==> config.mk <==
export PLATFORM = sky130hd
export DESIGN_NAME = opc_otp_ctrl
export DESIGN_NICKNAME = d
export VERILOG_FILES = /design/src/design/opc_pkg.sv /design/src/design/opc_otp_ctrl.sv /design/src/design/opc_sync2.sv /design/src/design/opc_crc_step.sv
export SDC_FILE = /design/constraint.sdc
export NUM_CORES = 1
export LEC_CHECK = 0
export BUFFER_PORTS_ARGS = -buffer_cell sky130_fd_sc_hd__buf_2
export CAP_MARGIN = 15
export CELL_PAD_IN_SITES_DETAIL_PLACEMENT = 1
export CELL_PAD_IN_SITES_GLOBAL_PLACEMENT = 2
export CORE_MARGIN = 2
export CORE_UTILIZATION = 35
export DETAILED_ROUTE_END_ITERATION = 6
export PLACE_DENSITY_LB_ADDON = 0.1
export SETUP_SLACK_MARGIN = 0.15
export SLEW_MARGIN = 10
export SYNTH_ARGS = -nofsm -noshare
export SYNTH_HDL_FRONTEND = slang
export SYNTH_SLANG_ARGS = --single-unit
==> constraint.sdc <==
create_clock -name clk_i -period 4.5 [get_ports clk_i]
set_clock_uncertainty 0.15 [all_clocks]
set_input_delay 0 -clock clk_i [delete_from_list [all_inputs] [get_ports clk_i]]
set_output_delay 0 -clock clk_i [all_outputs]
set_load 0.05 [all_outputs]
==> src/design/opc_pkg.sv <==
// opc_pkg: constants, register map and state types of the one-time-programmable
// code memory controller (programming, security byte, checksum engine).
// assumes a 10 MHz system clock and a 32-bit classic wishbone register bus.
package opc_pkg;

	// ****************************************************************
	// clock and timing
	// ****************************************************************
	localparam int CLK_MHZ      = 10;          // system clock rate in MHz
	localparam int PROG_TIME_US = 100;         // one byte program, microseconds
	localparam int PROG_CYC     = PROG_TIME_US * CLK_MHZ;
	localparam int CNT_W        = 11;
	localparam logic [CNT_W-1:0] PROG_CNT = CNT_W'(PROG_CYC);

	// ****************************************************************
	// register byte offsets on the bus
	// ****************************************************************
	localparam logic [7:0] OFF_DEV_CTL   = 8'h00;  // device_control_reg
	localparam logic [7:0] OFF_PROG_CTL  = 8'h04;  // program_control_reg
	localparam logic [7:0] OFF_ADDR_HIGH = 8'h08;  // prog_address_high
	localparam logic [7:0] OFF_ADDR_LOW  = 8'h0c;  // prog_address_low
	localparam logic [7:0] OFF_PROG_DATA = 8'h10;  // prog_data_reg
	localparam logic [7:0] OFF_IF_ADDR   = 8'h14;  // interface_address_reg (status)
	localparam logic [7:0] OFF_CHK0      = 8'h18;  // checksum_byte_0
	localparam logic [7:0] OFF_CHK1      = 8'h1c;  // checksum_byte_1
	localparam logic [7:0] OFF_CHK2      = 8'h20;  // checksum_byte_2
	localparam logic [7:0] OFF_CHK3      = 8'h24;  // checksum_byte_3

	// ****************************************************************
	// fields, command values and reset values
	// ****************************************************************
	localparam int BUSY_BIT = 7;               // memory_busy_flag position
	localparam int FAIL_BIT = 6;               // memory_fail_flag position
	localparam int WLOCK_HI = 7;               // write lock field, bits 7..4
	localparam int WLOCK_LO = 4;
	localparam int RLOCK_BIT = 3;              // read lock bit
	localparam logic [7:0] DC_HALT      = 8'h04;
	localparam logic [7:0] DC_RESET_ARM = 8'h02;
	localparam logic [7:0] CMD_ZERO     = 8'h00;
	localparam logic [7:0] PC_STEP1     = 8'h40;
	localparam logic [7:0] PC_STEP2     = 8'h58;
	localparam logic [15:0] RSV_START   = 16'h1e00;
	localparam logic [15:0] SEC_ADDR    = 16'h1fff;
	localparam logic [15:0] USER_LIMIT_DEF = 16'h1dff;
	localparam logic [7:0] SEC_RESET    = 8'h00;   // locked until the byte is loaded
	localparam logic [7:0] BLOCK_LAST   = 8'hff;
	localparam logic [31:0] POLY32      = 32'h04c11db7;
	localparam logic [15:0] POLY16      = 16'h1021;
	localparam logic [31:0] CRC32_INIT  = 32'hffffffff;
	localparam logic [15:0] CRC16_INIT  = 16'hffff;

	// ****************************************************************
	// controller state
	// ****************************************************************
	typedef enum logic [1:0] {
		ST_SEC  = 2'b00,
		ST_IDLE = 2'b01,
		ST_PROG = 2'b10,
		ST_CRC  = 2'b11
	} opc_state_e;

	typedef struct packed {
		opc_state_e       st;
		logic [7:0]       dev_ctl;
		logic [7:0]       prog_ctl;
		logic             prog_mode;
		logic [15:0]      addr;
		logic [7:0]       sec;
		logic             fail;
		logic [CNT_W-1:0] cnt;
		logic             mode32;
		logic [15:0]      end_addr;
		logic [31:0]      crc;
		logic [15:0]      mem_addr;
		logic [7:0]       mem_wdata;
		logic             mem_wr;
		logic             core_rst;
		logic             sys_rst;
		logic             ack;
		logic [31:0]      dat;
	} opc_regs_s;

endpackage

==> src/design/opc_otp_ctrl.sv <==
// opc_otp_ctrl: programming, security and checksum control of the code memory.
// assumes a combinational-read memory array on mem_addr_o and a wishbone master.
//
// Overview of operation
// - 0x1E00..0x1FFE never hold program bytes
// - byte program keeps busy for 100 us
// - writing 0x04 to device control halts core
// - data write programs byte, address plus one
// - programmer polls busy, fail means write failed
// - 0x02 then 0x00 to device control resets
// - security byte lives at 0x1FFF
// - security byte readable whenever idle, even when read-locked
// - any zero in bits 7..4 blocks writes
// - zero bit 3 blocks code reads
// - locks are permanent, set write lock last
// - checksum works even when fully locked
// - block checksum only on aligned 256 bytes
// - write to checksum byte 1 starts 32-bit
// - busy set during checksum, cleared after
// - 32-bit result spans bytes 3 down to 0
// - 32-bit polynomial 0x04C11DB7
// - write to byte 0 starts block checksum
// - block polynomial 0x1021, result bytes 1:0
`timescale 1ns/1ps
module opc_otp_ctrl
	import opc_pkg::*;
#(
	parameter logic [15:0] USER_LIMIT = opc_pkg::USER_LIMIT_DEF
) (
	// clock, reset, enable
	input  wire logic        clk_i,
	input  wire logic        rst_i,
	input  wire logic        ce_i,
	// wishbone slave
	input  wire logic        wb_cyc_i,
	input  wire logic        wb_stb_i,
	input  wire logic        wb_we_i,
	input  wire logic [7:0]  wb_adr_i,
	input  wire logic [3:0]  wb_sel_i,
	input  wire logic [31:0] wb_dat_i,
	output logic      [31:0] wb_dat_o,
	output logic             wb_ack_o,
	// programming supply present, asynchronous pin
	input  wire logic        vpp_ok_i,
	// code memory array
	output logic      [15:0] mem_addr_o,
	output logic      [7:0]  mem_wdata_o,
	output logic             mem_wr_o,
	input  wire logic [7:0]  mem_rdata_i,
	// system control
	output logic             core_reset_o,
	output logic             sys_reset_o
);
	import opc_pkg::*;

	// ****************************************************************
	// helpers
	// ****************************************************************
	opc_regs_s   s_r;
	opc_regs_s   s_nxt;
	logic        vpp_ok;
	logic [31:0] crc32_step;
	logic [15:0] crc16_step;

	// address hits one register offset
	function automatic logic hit(input logic [7:0] adr, input logic [7:0] off);
		return adr == off;
	endfunction

	// no program byte may land in the reserved top, the security byte apart, or above user space
	function automatic logic no_store(input logic [15:0] a);
		return (a > USER_LIMIT || a >= RSV_START) && a != SEC_ADDR;
	endfunction

	opc_sync2 u_vpp_sync (
		.clk_i (clk_i),
		.rst_i (rst_i),
		.ce_i  (ce_i),
		.d_i   (vpp_ok_i),
		.q_o   (vpp_ok)
	);

	opc_crc_step #(.W(32), .POLY(POLY32)) u_crc32 (
		.crc_i  (s_r.crc),
		.data_i (mem_rdata_i),
		.crc_o  (crc32_step)
	);

	opc_crc_step #(.W(16), .POLY(POLY16)) u_crc16 (
		.crc_i  (s_r.crc[15:0]),
		.data_i (mem_rdata_i),
		.crc_o  (crc16_step)
	);

	// ****************************************************************
	// next state
	// ****************************************************************
	always_comb begin
		logic req;
		logic wr;
		logic idle;
		logic wlock;
		logic rlock;
		logic [7:0] wb;
		req   = wb_cyc_i && wb_stb_i && !s_r.ack;
		wr    = req && wb_we_i && wb_sel_i[0];
		idle  = s_r.st == ST_IDLE;
		wlock = ~&s_r.sec[WLOCK_HI:WLOCK_LO];
		rlock = ~s_r.sec[RLOCK_BIT];
		wb    = wb_dat_i[7:0];

		s_nxt         = s_r;
		s_nxt.mem_wr  = 1'b0;
		s_nxt.sys_rst = 1'b0;
		s_nxt.ack     = req;
		s_nxt.dat     = '0;

		// register reads, unmapped offsets answer zero
		if (req && !wb_we_i) begin
			if (hit(wb_adr_i, OFF_DEV_CTL))
				s_nxt.dat[7:0] = s_r.dev_ctl;
			if (hit(wb_adr_i, OFF_PROG_CTL))
				s_nxt.dat[7:0] = s_r.prog_ctl;
			if (hit(wb_adr_i, OFF_ADDR_HIGH))
				s_nxt.dat[7:0] = s_r.addr[15:8];
			if (hit(wb_adr_i, OFF_ADDR_LOW))
				s_nxt.dat[7:0] = s_r.addr[7:0];
			// a locked part shows zeros, except the security byte itself
			if (hit(wb_adr_i, OFF_PROG_DATA) && idle &&
			    (!rlock || s_r.addr == SEC_ADDR))
				s_nxt.dat[7:0] = mem_rdata_i;
			if (hit(wb_adr_i, OFF_IF_ADDR)) begin
				s_nxt.dat[BUSY_BIT] = !idle;
				s_nxt.dat[FAIL_BIT] = s_r.fail;
			end
			if (hit(wb_adr_i, OFF_CHK0))
				s_nxt.dat[7:0] = s_r.crc[7:0];
			if (hit(wb_adr_i, OFF_CHK1))
				s_nxt.dat[7:0] = s_r.crc[15:8];
			if (hit(wb_adr_i, OFF_CHK2))
				s_nxt.dat[7:0] = s_r.crc[23:16];
			if (hit(wb_adr_i, OFF_CHK3))
				s_nxt.dat[7:0] = s_r.crc[31:24];
		end

		// background work
		case (s_r.st)
			ST_SEC: begin
				// memory address sits on the security byte out of reset
				s_nxt.sec = mem_rdata_i;
				s_nxt.st  = ST_IDLE;
			end
			ST_IDLE: begin
				// array follows the address register so reads are ready
				s_nxt.mem_addr = s_r.addr;
			end
			ST_PROG: begin
				s_nxt.cnt = s_r.cnt - 1'b1;
				if (s_r.cnt == CNT_W'(1))
					s_nxt.st = ST_IDLE;
			end
			ST_CRC: begin
				// one byte a cycle, locks do not apply here
				if (s_r.mode32)
					s_nxt.crc = crc32_step;
				else
					s_nxt.crc[15:0] = crc16_step;
				if (s_r.mem_addr == s_r.end_addr)
					s_nxt.st = ST_IDLE;
				else
					s_nxt.mem_addr = s_r.mem_addr + 16'h0001;
			end
			default: begin
				s_nxt.st = ST_IDLE;
			end
		endcase

		// register writes
		if (wr) begin
			if (hit(wb_adr_i, OFF_DEV_CTL)) begin
				s_nxt.dev_ctl = wb;
				if (wb == DC_HALT)
					s_nxt.core_rst = 1'b1;
				if (wb == CMD_ZERO && s_r.dev_ctl == DC_RESET_ARM) begin
					s_nxt.sys_rst  = 1'b1;
					s_nxt.core_rst = 1'b0;
				end
			end
			if (hit(wb_adr_i, OFF_PROG_CTL)) begin
				s_nxt.prog_ctl = wb;
				// entry needs the two steps back to back
				if (wb == PC_STEP2 && s_r.prog_ctl == PC_STEP1)
					s_nxt.prog_mode = 1'b1;
				if (wb == CMD_ZERO)
					s_nxt.prog_mode = 1'b0;
			end
			if (hit(wb_adr_i, OFF_ADDR_HIGH))
				s_nxt.addr[15:8] = wb;
			if (hit(wb_adr_i, OFF_ADDR_LOW))
				s_nxt.addr[7:0] = wb;
			// new work only when idle, else silently dropped
			if (hit(wb_adr_i, OFF_PROG_DATA) && idle) begin
				if (!s_r.prog_mode || !s_r.core_rst || !vpp_ok || wlock ||
				    no_store(s_r.addr)) begin
					s_nxt.fail = 1'b1;
				end else begin
					s_nxt.fail      = 1'b0;
					s_nxt.mem_addr  = s_r.addr;
					s_nxt.mem_wdata = wb;
					s_nxt.mem_wr    = 1'b1;
					s_nxt.cnt       = PROG_CNT;
					s_nxt.st        = ST_PROG;
					s_nxt.addr      = s_r.addr + 16'h0001;
					// cells only clear, so locks never come back off
					if (s_r.addr == SEC_ADDR)
						s_nxt.sec = s_r.sec & wb;
				end
			end
			if (hit(wb_adr_i, OFF_CHK1) && idle) begin
				s_nxt.mode32   = 1'b1;
				s_nxt.crc      = CRC32_INIT;
				s_nxt.mem_addr = 16'h0000;
				s_nxt.end_addr = USER_LIMIT;
				s_nxt.st       = ST_CRC;
			end
			// only the high byte is taken, so blocks are always aligned
			if (hit(wb_adr_i, OFF_CHK0) && idle) begin
				s_nxt.mode32    = 1'b0;
				s_nxt.crc[15:0] = CRC16_INIT;
				s_nxt.mem_addr  = {wb, 8'h00};
				s_nxt.end_addr  = {wb, BLOCK_LAST};
				s_nxt.st        = ST_CRC;
			end
		end
	end

	// ****************************************************************
	// state register
	// ****************************************************************
	// single register for the whole state, frozen while ce_i is low
	always_ff @(posedge clk_i) begin
		if (rst_i) begin
			s_r           <= '0;
			s_r.st        <= ST_SEC;
			s_r.sec       <= SEC_RESET;
			s_r.mem_addr  <= SEC_ADDR;
			s_r.crc       <= CRC32_INIT;
			s_r.end_addr  <= USER_LIMIT_DEF;
		end else if (ce_i) begin
			s_r <= s_nxt;
		end
	end

	// outputs straight from the state register
	assign wb_dat_o     = s_r.dat;
	assign wb_ack_o     = s_r.ack;
	assign mem_addr_o   = s_r.mem_addr;
	assign mem_wdata_o  = s_r.mem_wdata;
	assign mem_wr_o     = s_r.mem_wr;
	assign core_reset_o = s_r.core_rst;
	assign sys_reset_o  = s_r.sys_rst;

endmodule // opc_otp_ctrl

==> src/design/opc_sync2.sv <==
// opc_sync2: two flip-flop synchroniser for a level from outside the clock domain.
// assumes the level is slow compared with the clock; only stage two is read.
`timescale 1ns/1ps
module opc_sync2 (
	// clock, reset, enable
	input  wire logic clk_i,
	input  wire logic rst_i,
	input  wire logic ce_i,
	// level in and out
	input  wire logic d_i,
	output logic      q_o
);
	logic meta_r;

	// first stage feeds only the second
	always_ff @(posedge clk_i) begin
		if (rst_i) begin
			meta_r <= 1'b0;
			q_o    <= 1'b0;
		end else if (ce_i) begin
			meta_r <= d_i;
			q_o    <= meta_r;
		end
	end
endmodule // opc_sync2

==> src/design/opc_crc_step.sv <==
// opc_crc_step: one byte of a most-significant-bit-first crc update, no reflection.
// assumes the caller holds the running value; purely combinational.
`timescale 1ns/1ps
module opc_crc_step #(
	parameter int           W    = 16,
	parameter logic [W-1:0] POLY = '0
) (
	// running value and byte in
	input  wire logic [W-1:0] crc_i,
	input  wire logic [7:0]   data_i,
	// updated value
	output logic [W-1:0]      crc_o
);
	// eight shifts, byte enters at the top
	always_comb begin
		logic [W-1:0] c;
		c = crc_i ^ {data_i, {(W-8){1'b0}}};
		for (int i = 0; i < 8; i++) begin
			c = c[W-1] ? ((c << 1) ^ POLY) : (c << 1);
		end
		crc_o = c;
	end
endmodule // opc_crc_step

-- Yosys cells after proc, flatten, opt, wreduce, memory -nomap -nowiden
Cells that the tools add are included.
- flip-flop bits (word level): 142
- logic and storage cells: 166
- $lt $le $gt $ge: 2
- bitwise operators: 20
- reduce and logical (&&, ||, !) cells: 40
- multiplexer cells: 61
- eq/ne operators: 20
- add/sub/neg operators: 3
- operators by type and width (operator ; count):
    2-to-1 mux 27 bit ; 8
    2-to-1 mux 131 bit ; 1
    2-to-1 mux 8 bit ; 15
    inverter 14 bit ; 8
    2-to-1 mux 13 bit ; 8
    2-to-1 mux 65 bit ; 1
    2-to-1 mux 32 bit ; 2
    2-to-1 mux 25 bit ; 2
    2-to-1 mux 16 bit ; 3
    2-to-1 mux 36 bit ; 1
    adder 16 x 1 -> 16 bit, second input constant ; 2
    == test 8 x 5 -> 1 bit, second input constant ; 4
    case mux 16 bit (2 select lines) ; 1
    XOR 32 bit ; 1
    2-to-1 mux 24 bit ; 1
    inverter 3 bit ; 8
    2-to-1 mux 11 bit ; 2
    2-to-1 mux 2 bit ; 9
    2-to-1 mux 17 bit ; 1
    == test 16 x 13 -> 1 bit, second input constant ; 1
    == test 16 bit ; 1
    == test 8 x 3 -> 1 bit, second input constant ; 2
    == test 8 x 4 -> 1 bit, second input constant ; 2
    == test 8 x 6 -> 1 bit, second input constant ; 2
    24 further kinds ; 60

-- Longest topological paths before layout
Gate-level depths: netlist (run 1).
- depth in word-level cells: 22
- depth in mapped cells: 10
- depth with buffers taken out: 8

-- Cells and area by module
From an unflattened synthesis (run 1), not the netlist that was laid out.
- cells, all modules: 1085
- area total of the unflattened synthesis: 8972.4 µm²
- by module, submodules not included (module ; area each (µm²) ; instances ; sequential area each (µm²) ; cells each):
    opc_otp_ctrl ; 7704.9 ; 1 ; 2602.5 ; 982
    opc_crc_step (u_crc32) ; 819.5 ; 1 ; 0.0 ; 72
    opc_crc_step (u_crc16) ; 380.4 ; 1 ; 0.0 ; 25
    opc_sync2 ; 67.6 ; 1 ; 40.0 ; 6

-- Worst setup path after synthesis (run 1)
No wires, ideal clock.
- path kind: register to register
- start point: register s_r (netlist bit mem_addr_o[2])
- end point: register s_r (netlist bit mem_addr_o[11])
- cell stages (with the launch flop): 10
- setup time: 0.120 ns
- arrival time: 2.240 ns
- path slack: 1.990 ns
- period minus slack after synthesis: 2.510 ns
- path through: dfxtp_1 -> buf_2 -> or4_1 -> nor3_2 -> o211ai_2 -> and3_1 -> buf_6 -> a32o_1 -> a311o_1 -> o31a_1
- cells in the longest elaborated chain, start to end: 8
- elaborated cells between the ends (all ways): 9
- RTL lines (item ; RTL line ; source):
    start, declared ; opc_otp_ctrl.sv:59 ; opc_regs_s s_r;
    start signal, assigned ; opc_otp_ctrl.sv:250 ; s_r <= s_nxt;
    adder 16 x 1 -> 16 bit / == test 16 bit (equally long branches) ; opc_otp_ctrl.sv:171, opc_otp_ctrl.sv:168 ;
    2-to-1 mux 16 bit * ; opc_otp_ctrl.sv:168 ; if (s_r.mem_addr == s_r.end_addr)
    case mux 16 bit (2 select lines) * ; opc_otp_ctrl.sv:147 ; case (s_r.st)
    2-to-1 mux 25 bit ; opc_otp_ctrl.sv:203 ; if (!s_r.prog_mode || !s_r.core_rst || !vpp_ok || wlock ||
    2-to-1 mux 25 bit ; opc_otp_ctrl.sv:202 ; if (hit(wb_adr_i, OFF_PROG_DATA) && idle) begin
    2-to-1 mux 65 bit ; opc_otp_ctrl.sv:219 ; if (hit(wb_adr_i, OFF_CHK1) && idle) begin
    2-to-1 mux 32 bit ; opc_otp_ctrl.sv:227 ; if (hit(wb_adr_i, OFF_CHK0) && idle) begin
    2-to-1 mux 131 bit * ; opc_otp_ctrl.sv:179 ; if (wr) begin
Mark *: on every way between the ends. The rest lies on a longest branch, timed or not. The select of a mux whose other input is x is not followed.
A chain may end at the register's enable or synchronous reset.

-- Worst setup path in the final report (run 1)
- start point: register s_r[132] in the netlist's numbering
- end point: register s_r (netlist bit wb_dat_o[6])
- cells in the longest elaborated chain, start to end: 10
- RTL lines (item ; RTL line ; source):
    == test 16 x 13 -> 1 bit ; opc_otp_ctrl.sv:130 ; (!rlock || s_r.addr == SEC_ADDR))
    logical OR 1 bit ; opc_otp_ctrl.sv:130 ;
    logical AND 1 bit ; opc_otp_ctrl.sv:129 ; if (hit(wb_adr_i, OFF_PROG_DATA) && idle &&
    2-to-1 mux 8 bit ; opc_otp_ctrl.sv:129 ;
    2-to-1 mux 2 bit ; opc_otp_ctrl.sv:132 ; if (hit(wb_adr_i, OFF_IF_ADDR)) begin
    2-to-1 mux 8 bit ; opc_otp_ctrl.sv:136 ; if (hit(wb_adr_i, OFF_CHK0))
    2-to-1 mux 8 bit ; opc_otp_ctrl.sv:138 ; if (hit(wb_adr_i, OFF_CHK1))
    2-to-1 mux 8 bit ; opc_otp_ctrl.sv:140 ; if (hit(wb_adr_i, OFF_CHK2))
    2-to-1 mux 8 bit ; opc_otp_ctrl.sv:142 ; if (hit(wb_adr_i, OFF_CHK3))
    2-to-1 mux 8 bit ; opc_otp_ctrl.sv:119 ; if (req && !wb_we_i) begin
Every way passes these cells.

==> reports/results.txt, run 1 <==
Buf/Inv on CP: 2
clk_lat worst skew: 0.43 ns
number of CTS-inserted buffers: 17
Max Freq: 252.9 MHz
clock sink count: 132
Compound-Gate Fraction of Synth Area: 22.38%
die width: 159.9 um
First DRT Iteration DRCs: 592
vias in the first global route: 8218
P&R area growth vs syn: 13.47%
clock transition at the registers of the reported paths: 0.07 ns
Post-Layout Cell Count: 1468
worst r2r path cells: 9
Seq pwr share: 38.1%
Worst R2R End: wb_dat_o[6]
crit path cell chain: nand4_1 > or2_2 > nor3_2 > a21oi_1 > nor2_1 > a21oi_1 > dlygate4sd3_1 > o21ai_0 > dlygate4sd3_1
Total Nets Final: 1195
CP top delay family: simple AND/OR/NAND/NOR gates
HP Start: mem_rdata_i[3]
Top FF cell, synth: dfxtp_1
VDD IR max: 0.2105 mV
Power Density: 335.3 mW/mm2
total core area: 0.02411 mm2
Mapped Cells: 1098
FF+latch count, synth: 132
initial antenna violation count: 1
Buffers on Ports: 67
adder-cell share of the synthesized area: 0.7351%
Cell Int Power: 2.209 mW
wirelength, routed: 33310 um
Yosys warnings: 0
Synth Area in Simple Gates: 21.93%
TritonCTS clock tree: built
final setup fails: 0
I/O Pins: 119
CP endpoint kind: register
Final Hold Violating Endpoints: 0
reg2reg start: s_r[132]
Vias: 8289
drt drc: 0
Cell Rows: 57
RSZ-0062 raised after global routing: false
Max Cap Viol: 0
Detailed Place HPWL: 23660 um
post-CTS sizing: 0
Hold Path Class: in -> reg
worst reg2reg setup slack: 0.55 ns
grt ovf: 0
Post-synth ARST share: 0%
Core Util, Final: 40.06%
post-route ant nets: 0
critical-path maximum fanout: 9
data required time of the critical path: 4.73 ns
Die Y: 159.9 um
PnR worst setup slack: 0.5454 ns
Tcrit/Tclk final: 87.88%
EDFF count, synth: 0
root buffer cell: clkbuf_16
drt wl/cell: 22.69 um
Final min period: 3.955 ns
Critical Path Max Stage Delay: 0.71 ns
CP Class: reg -> reg
vias per cell: 5.646
initial core utilization: 35.31%
placed cells: 1412
largest net degree at the start of global routing: 61
CTS max path bufs: 2
die area: 0.02558 mm2
GPL Wtd Cong: 0.8474
worst hold stages: 5
Mapped Area: 0.008511 mm2
global-route wire length before repair: 50980 um
Sw Ratio: 31.77%
ANT cells: 0
register area share after synthesis: 31.05%
multiplexer area fraction after synthesis: 3.558%
setup TNS: 0 ns
status: finished clean
Static Leakage: 3.561 nW
max-slew violations: 0
Max transition margin: 33.80%
Logic pwr share: 17.3%
Clk network pwr share: 44.7%
crit start category: register
largest family of logic cells by synthesized area: compound AO/OA/AOI/OAI gates
share of layout cells above drive strength 1: 12.76%
Netlist cell types: 71
Sw Pwr: 1.028 mW
Total Routing Usage GR: 26.09%
post-synthesis area per instance: 7.751 um2
DRT Pass-1 Iters: 5
WHS Endpoint: s_r[124]
pre-CTS setup slack: 1.355 ns
post-synthesis xor/xnor area fraction: 11.23%
Tightest Pin Transition: 0.9854 ns
Worst EP arrival: 4.18 ns
CP max-delay cell: nor2_1
H-tree levels: 4
[through the flow]
stage                     power [mW]  hold WS, ns  instance area, um2
after floorplan                1.679    -0.002845                8597
after global placement         1.795      0.09662                8836
after detailed placement       1.799       0.1215                8836
after CTS                      3.255      0.01236                9649
after global routing           3.351      0.06479                9657
final                          3.238      0.01884                9657
[power by group through the flow]
stage               sequential [mW]  combinational, mW  clock, mW
floorplan                      1.24              0.441          0
global placement               1.26              0.538          0
detailed placement             1.26              0.541          0
CTS                            1.23              0.558       1.47
global route                   1.23              0.604       1.51
finish                         1.23              0.559       1.45
[cell families after synthesis]
kind of cell	count (synthesis)
compound gates	293
simple gates	398
flops	132
other cells	1
mux	30
fa+ha+maj	5
buf+inv	143
xor+xnor	96
[worst register-to-register path: stages, from the launching register on]
cell	delay, ns
dfxtp_1	0.63
nand4_1	0.27
or2_2	0.36
nor3_2	0.26
a21oi_1	0.12
nor2_1	0.71
a21oi_1	0.15
dlygate4sd3_1	0.58
o21ai_0	0.13
dlygate4sd3_1	0.56
[layer usage]
metal	up-vias	wire length, um	global-route usage, %	share of wire, %
met5	-	13	0	0.039
met4	2	564	6.511	1.7
met3	40	1549	4.961	4.7
met2	209	15060	40.38	45
met1	4125	16120	37.39	48
li1	3913	-	-	-
[area by class of cell]
cell class / instances / area [um2]
well taps: 324 / 405.4
repair buffers: 116 / 763.2
clock buffers: 18 / 429.2
fillers: 3013 / 14450
flip-flops and latches: 132 / 2643
inverters: 18 / 67.56
multi-input cells: 846 / 5195
clock inverters: 14 / 153.9
[synth_stat cells (all sizes together), types with 5 or more instances]
cell type,number,area (um2)
dfxtp,132,2643
nand2b,14,87.58
a211oi,18,135.1
a22oi,17,127.6
a21oi,96,480.5
a221oi,11,96.34
a2111oi,7,61.31
and2,5,31.28
a31oi,7,43.79
nor4b,5,58.80
o21ai,45,225.2
nand2,161,604.3
ha,5,62.56
clkbuf,49,185.2
nor4,15,100.1
o22ai,18,112.6
and3,11,68.82
inv,18,67.56
nor3,19,110.1
o211ai,19,147.6
or3,6,37.54
or4,5,37.54
nand3,40,200.2
a21o,5,37.54
xnor2,58,530.5
mux2i,28,280.3
nand4,11,68.82
nor2,88,330.3
buf,76,519.2
o311ai,6,52.55
xor2,33,311.6
o21a,5,37.54
[cell usage in the layout (no fill, tap or decap), types with 6 or more instances in the layout]
cell type      count
nand2_1          161
dfxtp_1          132
a21oi_1           96
nor2_1            88
buf_2             66
xnor2_1           55
o21ai_0           44
nand3_1           40
xor2_1            30
mux2i_1           28
buf_4             27
conb_1            24
dlygate4sd3_1     23
inv_1             18
a211oi_1          18
o211ai_1          18
o22ai_1           18
a22oi_1           17
clkbuf_16         17
nor3_1            16
nand2b_1          14
nor4_1            12
nand4_1           11
and3_1            11
a221oi_1          11
a31oi_1            7
a2111oi_0          7
or3_1              6
o311ai_0           6
[state kept, by name (all words and copies together), names as in the netlist]
register           count
mem_wdata_o            8
s_r                   94
sys_reset_o            1
wb_dat_o               8
u_vpp_sync.meta_r      1
wb_ack_o               1
u_vpp_sync.q_o         1
core_reset_o           1
mem_addr_o            16
mem_wr_o               1
[worst max-delay path by stage]
stage          cells past startpoint             end          start
2_1_floorplan                      9  mem_addr_o[11]  mem_addr_o[2]
3_3_place_gp                       7     wb_dat_o[3]       s_r[132]
3_5_place_dp                       7     wb_dat_o[1]       s_r[132]
4_1_cts                            9     wb_dat_o[6]       s_r[132]
5_1_grt                            9     wb_dat_o[6]       s_r[132]
6_report                           9     wb_dat_o[6]       s_r[132]
[what timing repair did]
item | 4_1_cts | 5_1_grt
endpoints found under the hold margin | 70 | 0
buffers inserted | 0 | 0
hold buffers | 23 | 0
(Power assumes the default switching activity.)
==> run 2: changes to the inputs <==
--- a/config.mk
+++ b/config.mk
@@ -5,6 +5,7 @@
 export SDC_FILE = /design/constraint.sdc
 export NUM_CORES = 1
 export LEC_CHECK = 0
+export ABC_AREA = 1
 export BUFFER_PORTS_ARGS = -buffer_cell sky130_fd_sc_hd__buf_2
 export CAP_MARGIN = 15
 export CELL_PAD_IN_SITES_DETAIL_PLACEMENT = 1
==> reports/results.txt, run 2 <==
status: finished clean
clk_lat worst skew: 0.45 ns (+0.02 ns)
Static Leakage: 4.861 nW (+37%)
crit start category: register
Max Cap Viol: 0 (unchanged)
First DRT Iteration DRCs: 572 (-3.4%)
CTS max path bufs: 2 (unchanged)
Buffers on Ports: 67 (unchanged)
Tcrit/Tclk final: 81.49% (-6.4 points)
drt drc: 0 (unchanged)
Total Routing Usage GR: 25.72% (-0.37 points)
Netlist cell types: 52 (-27%)
clock transition at the registers of the reported paths: 0.07 ns (about the same)
Detailed Place HPWL: 26800 um (+13%)
Top reg by flops: s_r
TritonCTS clock tree: built
post-CTS sizing: 0 (unchanged)
Die Y: 170.8 um (+6.8%)
max-slew violations: 0 (unchanged)
Cell Rows: 61 (+7.0%)
VDD IR max: 0.1869 mV (-11%)
cell taking the most area after synthesis: dfxtp_1
EDFF count, synth: 0 (unchanged)
most frequent cells in the layout: nand2_1 (390), a21oi_1 (134), dfxtp_1 (132), inv_1 (131), nor2_1 (114)
vias in the first global route: 9552 (+16%)
drt wl/cell: 19.21 um (-15%)
I/O Pins: 119 (unchanged)
Worst EP arrival: 3.82 ns (-0.36 ns)
ANT cells: 0 (unchanged)
initial antenna violation count: 0 (-1)
CP endpoint kind: register
max FFs per register: 94 (unchanged)
Synth top cells by count: nand2_1 (390), a21oi_1 (134), dfxtp_1 (132)
initial core utilization: 35.33% (about the same)
global-route wire length before repair: 57080 um (+12%)
CP Class: reg -> reg
Hold Slack: 0.01349 ns (-0.005347 ns)
Final min period: 3.667 ns (-0.2875 ns)
vias per cell: 5.106 (-9.6%)
data required time of the critical path: 4.65 ns (-0.08 ns)
die width: 170.8 um (+6.8%)
post-route ant nets: 0 (unchanged)
Power Density: 316.5 mW/mm2 (-5.6%)
Mapped Area: 0.009733 mm2 (+14%)
Area contributors post-synth: dfxtp_1 (27%), nand2_1 (15%), a21oi_1 (6.9%)
Tightest Pin Transition: 0.9306 ns (-0.05477 ns)
Final Hold Violating Endpoints: 0 (unchanged)
setup TNS: 0 ns (unchanged)
die area: 0.02916 mm2 (+14%)
root buffer cell: clkbuf_16
share of layout cells above drive strength 1: 11.46% (-1.3 points)
FF+latch count, synth: 132 (unchanged)
final setup fails: 0 (unchanged)
Synth top area share: 27.15% (-3.9 points)
clock sink count: 132 (unchanged)
post-synthesis area per instance: 6.441 um2 (-17%)
wirelength, routed: 36950 um (+11%)
Post-synth ARST share: 0% (unchanged)
total core area: 0.02755 mm2 (+14%)
Mapped Cells: 1511 (+38%)
Total Nets Final: 1596 (+34%)
largest net degree at the start of global routing: 54 (-11%)
Yosys warnings: 0 (unchanged)
Vias: 9819 (+18%)
fill count: 3641 (+21%)
Top FF cell, synth: dfxtp_1
Core Util, Final: 39.08% (-0.98 points)
Max transition margin: 37.57% (+3.8 points)
GPL Wtd Cong: 0.8579 (+1.2%)
number of CTS-inserted buffers: 17 (unchanged)
register area share after synthesis: 27.15% (-3.9 points)
grt ovf: 0 (unchanged)
most common cell in the netlist: nand2_1
DRT Pass-1 Iters: 5 (unchanged)
Max Freq: 272.7 MHz (+7.8%)
Hold Path Class: in -> reg
H-tree levels: 4 (unchanged)
RSZ-0062 raised after global routing: false
P&R area growth vs syn: 10.63%
commonest non-fill, non-tap cell in the layout: nand2_1
critical-path maximum fanout: 14 (+5)
[run 2: cell count changes in the layout (fill, tap and decap cells not counted), sizes merged, moves of 28 or more]
cell,previous run,this run
xor2,33,72
nor2,88,129
nand2,161,404
o21ai,45,131
mux2i,28,0
a21oi,96,138
inv,22,155
nand3,40,79
[run 2: report_power, final]
part	internal (mW)	leakage (nW)	switching (mW)
logic	0.228	3.52	0.490
registers	1.21	1.08	0.0723
clock network	0.732	0.268	0.678
[run 2: kinds of logic (layout without fill, tap and decap cells)]
kind of cell	Yosys count	count (layout)	share of synthesized area [%]
flip-flops	132	132	27.15
other	1	24	0.03853
buffers and inverters	276	287	13.82
AND/OR/NAND/NOR	664	664	29.57
AO/OA/AOI/OAI	326	326	18.31
XOR/XNOR	107	107	10.48
adder cells (fa/ha/maj)	5	5	0.6428
[run 2: final cells by class]
| type | instances | area (um2) | share of cell area (%) |
|---|---|---|---|
| well taps | 378 | 473.0 | 4.392 |
| clock inverters | 15 | 143.9 | 1.336 |
| multi-input cells | 1126 | 5832 | 54.16 |
| inverters | 150 | 568.0 | 5.275 |
| clock buffers | 17 | 425.4 | 3.951 |
| repair buffers | 105 | 683.2 | 6.344 |
| flip-flops and latches | 132 | 2643 | 24.54 |
[run 2: repair_timing]
| item | 4_1_cts | 5_1_grt |
|---|---|---|
| hold endpoints to repair | 64 | 0 |
| hold buffers | 25 | 0 |
| buffers inserted | 0 | 0 |
[run 2: worst paths after layout]
check / startpoint / endpoint / slack (ns) / cells past startpoint
setup / recovery: s_r[162] / s_r[128] / 0.83 / 12
hold / removal: wb_adr_i[2] / s_r[108] / 0.01 / 7
setup reg to reg: s_r[162] / s_r[128] / 0.83 / 12
hold reg to reg: wb_dat_o[4] / wb_dat_o[4] / 0.32 / 2
[run 2: stage by stage]
step | cells | setup WS [ns] | power (mW) | cell area, um2
2_1_floorplan | 1534 | 2.373 | 1.832 | 9819
3_3_place_gp | 1866 | 1.404 | 1.989 | 9948
3_5_place_dp | 1866 | 1.344 | 1.999 | 9948
4_1_cts | 1923 | 0.8108 | 3.428 | 10770
5_1_grt | 1923 | 0.5503 | 3.554 | 10770
6_report | 1923 | 0.8329 | 3.408 | 10770
[run 2: worst max-delay path: stages (launching register included)]
cell           delay, ns
dfxtp_1             0.59
nand2_4             0.21
inv_1               0.49
nand3_1             0.30
nor2_4              0.28
nand2_2             0.14
inv_2               0.28
nand2_1             0.20
inv_2               0.13
nand2_1             0.06
nand3_1             0.06
dlygate4sd3_1       0.56
a21oi_1             0.06
[run 2: routing by layer]
layer	up-vias	track usage (%)	share of wire, %
met5	-	0	0
met3	16	2.637	3.3
met1	4761	38.47	52
met2	158	39.87	44
met4	0	5.054	0.80
li1	4884	-	-
==> run 3: changes to the inputs <==
--- a/config.mk
+++ b/config.mk
@@ -11,7 +11,7 @@
 export CELL_PAD_IN_SITES_DETAIL_PLACEMENT = 1
 export CELL_PAD_IN_SITES_GLOBAL_PLACEMENT = 2
 export CORE_MARGIN = 2
-export CORE_UTILIZATION = 35
+export CORE_UTILIZATION = 32
 export DETAILED_ROUTE_END_ITERATION = 6
 export PLACE_DENSITY_LB_ADDON = 0.1
 export SETUP_SLACK_MARGIN = 0.15
==> constraint.sdc (replaced) <==
create_clock -name clk_i -period 3.42 [get_ports clk_i]
set_clock_uncertainty 0.15 [all_clocks]
set_input_delay 0 -clock clk_i [delete_from_list [all_inputs] [get_ports clk_i]]
set_output_delay 0 -clock clk_i [all_outputs]
set_load 0.05 [all_outputs]
==> reports/results.txt, run 3 (synthesized netlist as in run 2, its figures left out) <==
Tcrit/Tclk final: 89.00%
max FFs per register: 94 (unchanged)
share of layout cells above drive strength 1: 12.63% (+1.2 points)
TritonCTS clock tree: built
data required time of the critical path: 3.67 ns (-0.98 ns)
placed cells: 1896 (+1.6%)
CP most frequent cell: dlygate4sd3_1
clock transition at the registers of the reported paths: 0.07 ns (about the same)
status: finished clean
Total Nets Final: 1619 (+1.4%)
P&R area growth vs syn: 12.89%
Final min period: 3.044 ns
GPL Wtd Cong: 0.8470 (-1.3%)
initial antenna violation count: 0 (unchanged)
H-tree levels: 4 (unchanged)
final instance area: 0.01099 mm2 (+2.0%)
Static Leakage: 4.983 nW (+2.5%)
Hold Slack: 0.03331 ns (+0.01982 ns)
number of CTS-inserted buffers: 17 (unchanged)
ANT cells: 0 (unchanged)
vias per cell: 5.054 (-1.0%)
die area: 0.03183 mm2 (+9.1%)
I/O Pins: 119 (unchanged)
max-slew violations: 0 (unchanged)
CTS max path bufs: 2 (unchanged)
die width: 178.4 um (+4.5%)
wirelength, routed: 38010 um (+2.9%)
Worst EP arrival: 3.29 ns (-0.53 ns)
root buffer cell: clkbuf_16
Post-Layout Cell Count: 1958 (+1.8%)
First DRT Iteration DRCs: 491 (-14%)
setup TNS: 0 ns (unchanged)
vias in the first global route: 9883 (+3.5%)
RSZ-0062 raised after global routing: false
post-route ant nets: 0 (unchanged)
final setup fails: 0 (unchanged)
largest net degree at the start of global routing: 54 (unchanged)
CP max-delay cell: dlygate4sd3_1
Vias: 9896 (+0.78%)
commonest non-fill, non-tap cell in the layout: nand2_1
VDD IR max: 0.3594 mV (+92%)
Top reg by flops: s_r
Power Density: 408.7 mW/mm2 (+29%)
clk_lat worst skew: 0.46 ns (about the same)
Critical Path Max Stage Delay: 0.65 ns (+0.06 ns)
critical-path maximum fanout: 11 (-3)
Buffers on Ports: 67 (unchanged)
Detailed Place HPWL: 27880 um (+4.0%)
Tightest Pin Transition: 0.8342 ns (-0.09641 ns)
grt ovf: 0 (unchanged)
Die Y: 178.4 um (+4.5%)
DRT Pass-1 Iters: 5 (unchanged)
drt drc: 0 (unchanged)
Max Freq: 328.5 MHz
dpl cell area: 0.01011 mm2 (+1.6%)
initial core utilization: 32.67% (-2.7 points)
total core area: 0.02980 mm2 (+8.1%)
crit path cell chain: dlygate4sd3_1 > buf_2 > nor2_2 > nand3_4 > dlygate4sd3_1 > nor2_4 > nand2_4 > nand2_2 > inv_2 > nor2_4 > nand2_2 > inv_4 > o21ai_0 > a21oi_1 > dlygate4sd3_1
CP endpoint kind: register
Cell Rows: 63 (+3.3%)
Total Routing Usage GR: 24.74% (-0.97 points)
crit start category: primary input
drt wl/cell: 19.41 um (+1.0%)
Hold Path Class: in -> reg
Max transition margin: 44.18% (+6.6 points)
most frequent cells in the layout: nand2_1 (390), a21oi_1 (134), inv_1 (130), dfxtp_1 (129), nor2_1 (114)
total power: 4.491 mW (+32%)
clock sink count: 132 (unchanged)
CP Class: in -> reg
global-route wire length before repair: 59250 um (+3.8%)
Max Cap Viol: 0 (unchanged)
Final Hold Violating Endpoints: 0 (unchanged)
run 3: cell type report:
cell class | count | area, um2
timing repair buffer | 128 | 880.8
fill | 3893 | 18810
multi-input combinational | 1126 | 5832
inverter | 150 | 573.1
sequential | 132 | 2646
tap | 390 | 488.0
clock inverter | 14 | 128.9
clock buffer | 18 | 439.2
run 3: routing by layer:
metal | track usage, % | wire length (um) | up-vias | share of wire (%)
li1 | - | - | 4921 | -
met1 | 35.64 | 19480 | 4787 | 51
met2 | 38.51 | 16720 | 152 | 44
met3 | 3.346 | 1193 | 36 | 3.1
met4 | 6.640 | 616 | 0 | 1.6
met5 | 0 | 0 | - | 0
run 3: timing repair:
item                                    4_1_cts  5_1_grt
hold buffers                                 30        0
endpoints found under the setup margin        0        2
endpoints found under the hold margin        72        0
gates resized for setup                       0        6
buffers inserted                              0        0
run 3: power by group:
group	internal [mW]	switching (mW)
Clock	1.02	0.827
Combinational	0.314	0.647
Sequential	1.59	0.0901
Total	2.93	1.56
run 3: critical path, delay by kind of cell:
kind | cells | cell delay (ns)
compound gates | 2 | 0.22
buf+inv | 6 | 2.09
simple gates | 7 | 0.98
run 3: worst paths after layout:
path,slack [ns],startpoint,to,cells after the start
max,0.38,wb_adr_i[6],s_r[105],15
min,0.03,wb_adr_i[2],s_r[108],7
max reg2reg,0.38,s_r[129],s_r[124],14
min reg2reg,0.31,wb_dat_o[4],wb_dat_o[4],2
run 3: through the flow:
stage               utilization (%)  setup WS [ns]
finish                        36.88         0.3762
global route                  36.88         0.1548
CTS                           36.85         0.1793
detailed placement            33.93         0.6658
global placement              33.93         0.7133
floorplan                         -          1.293
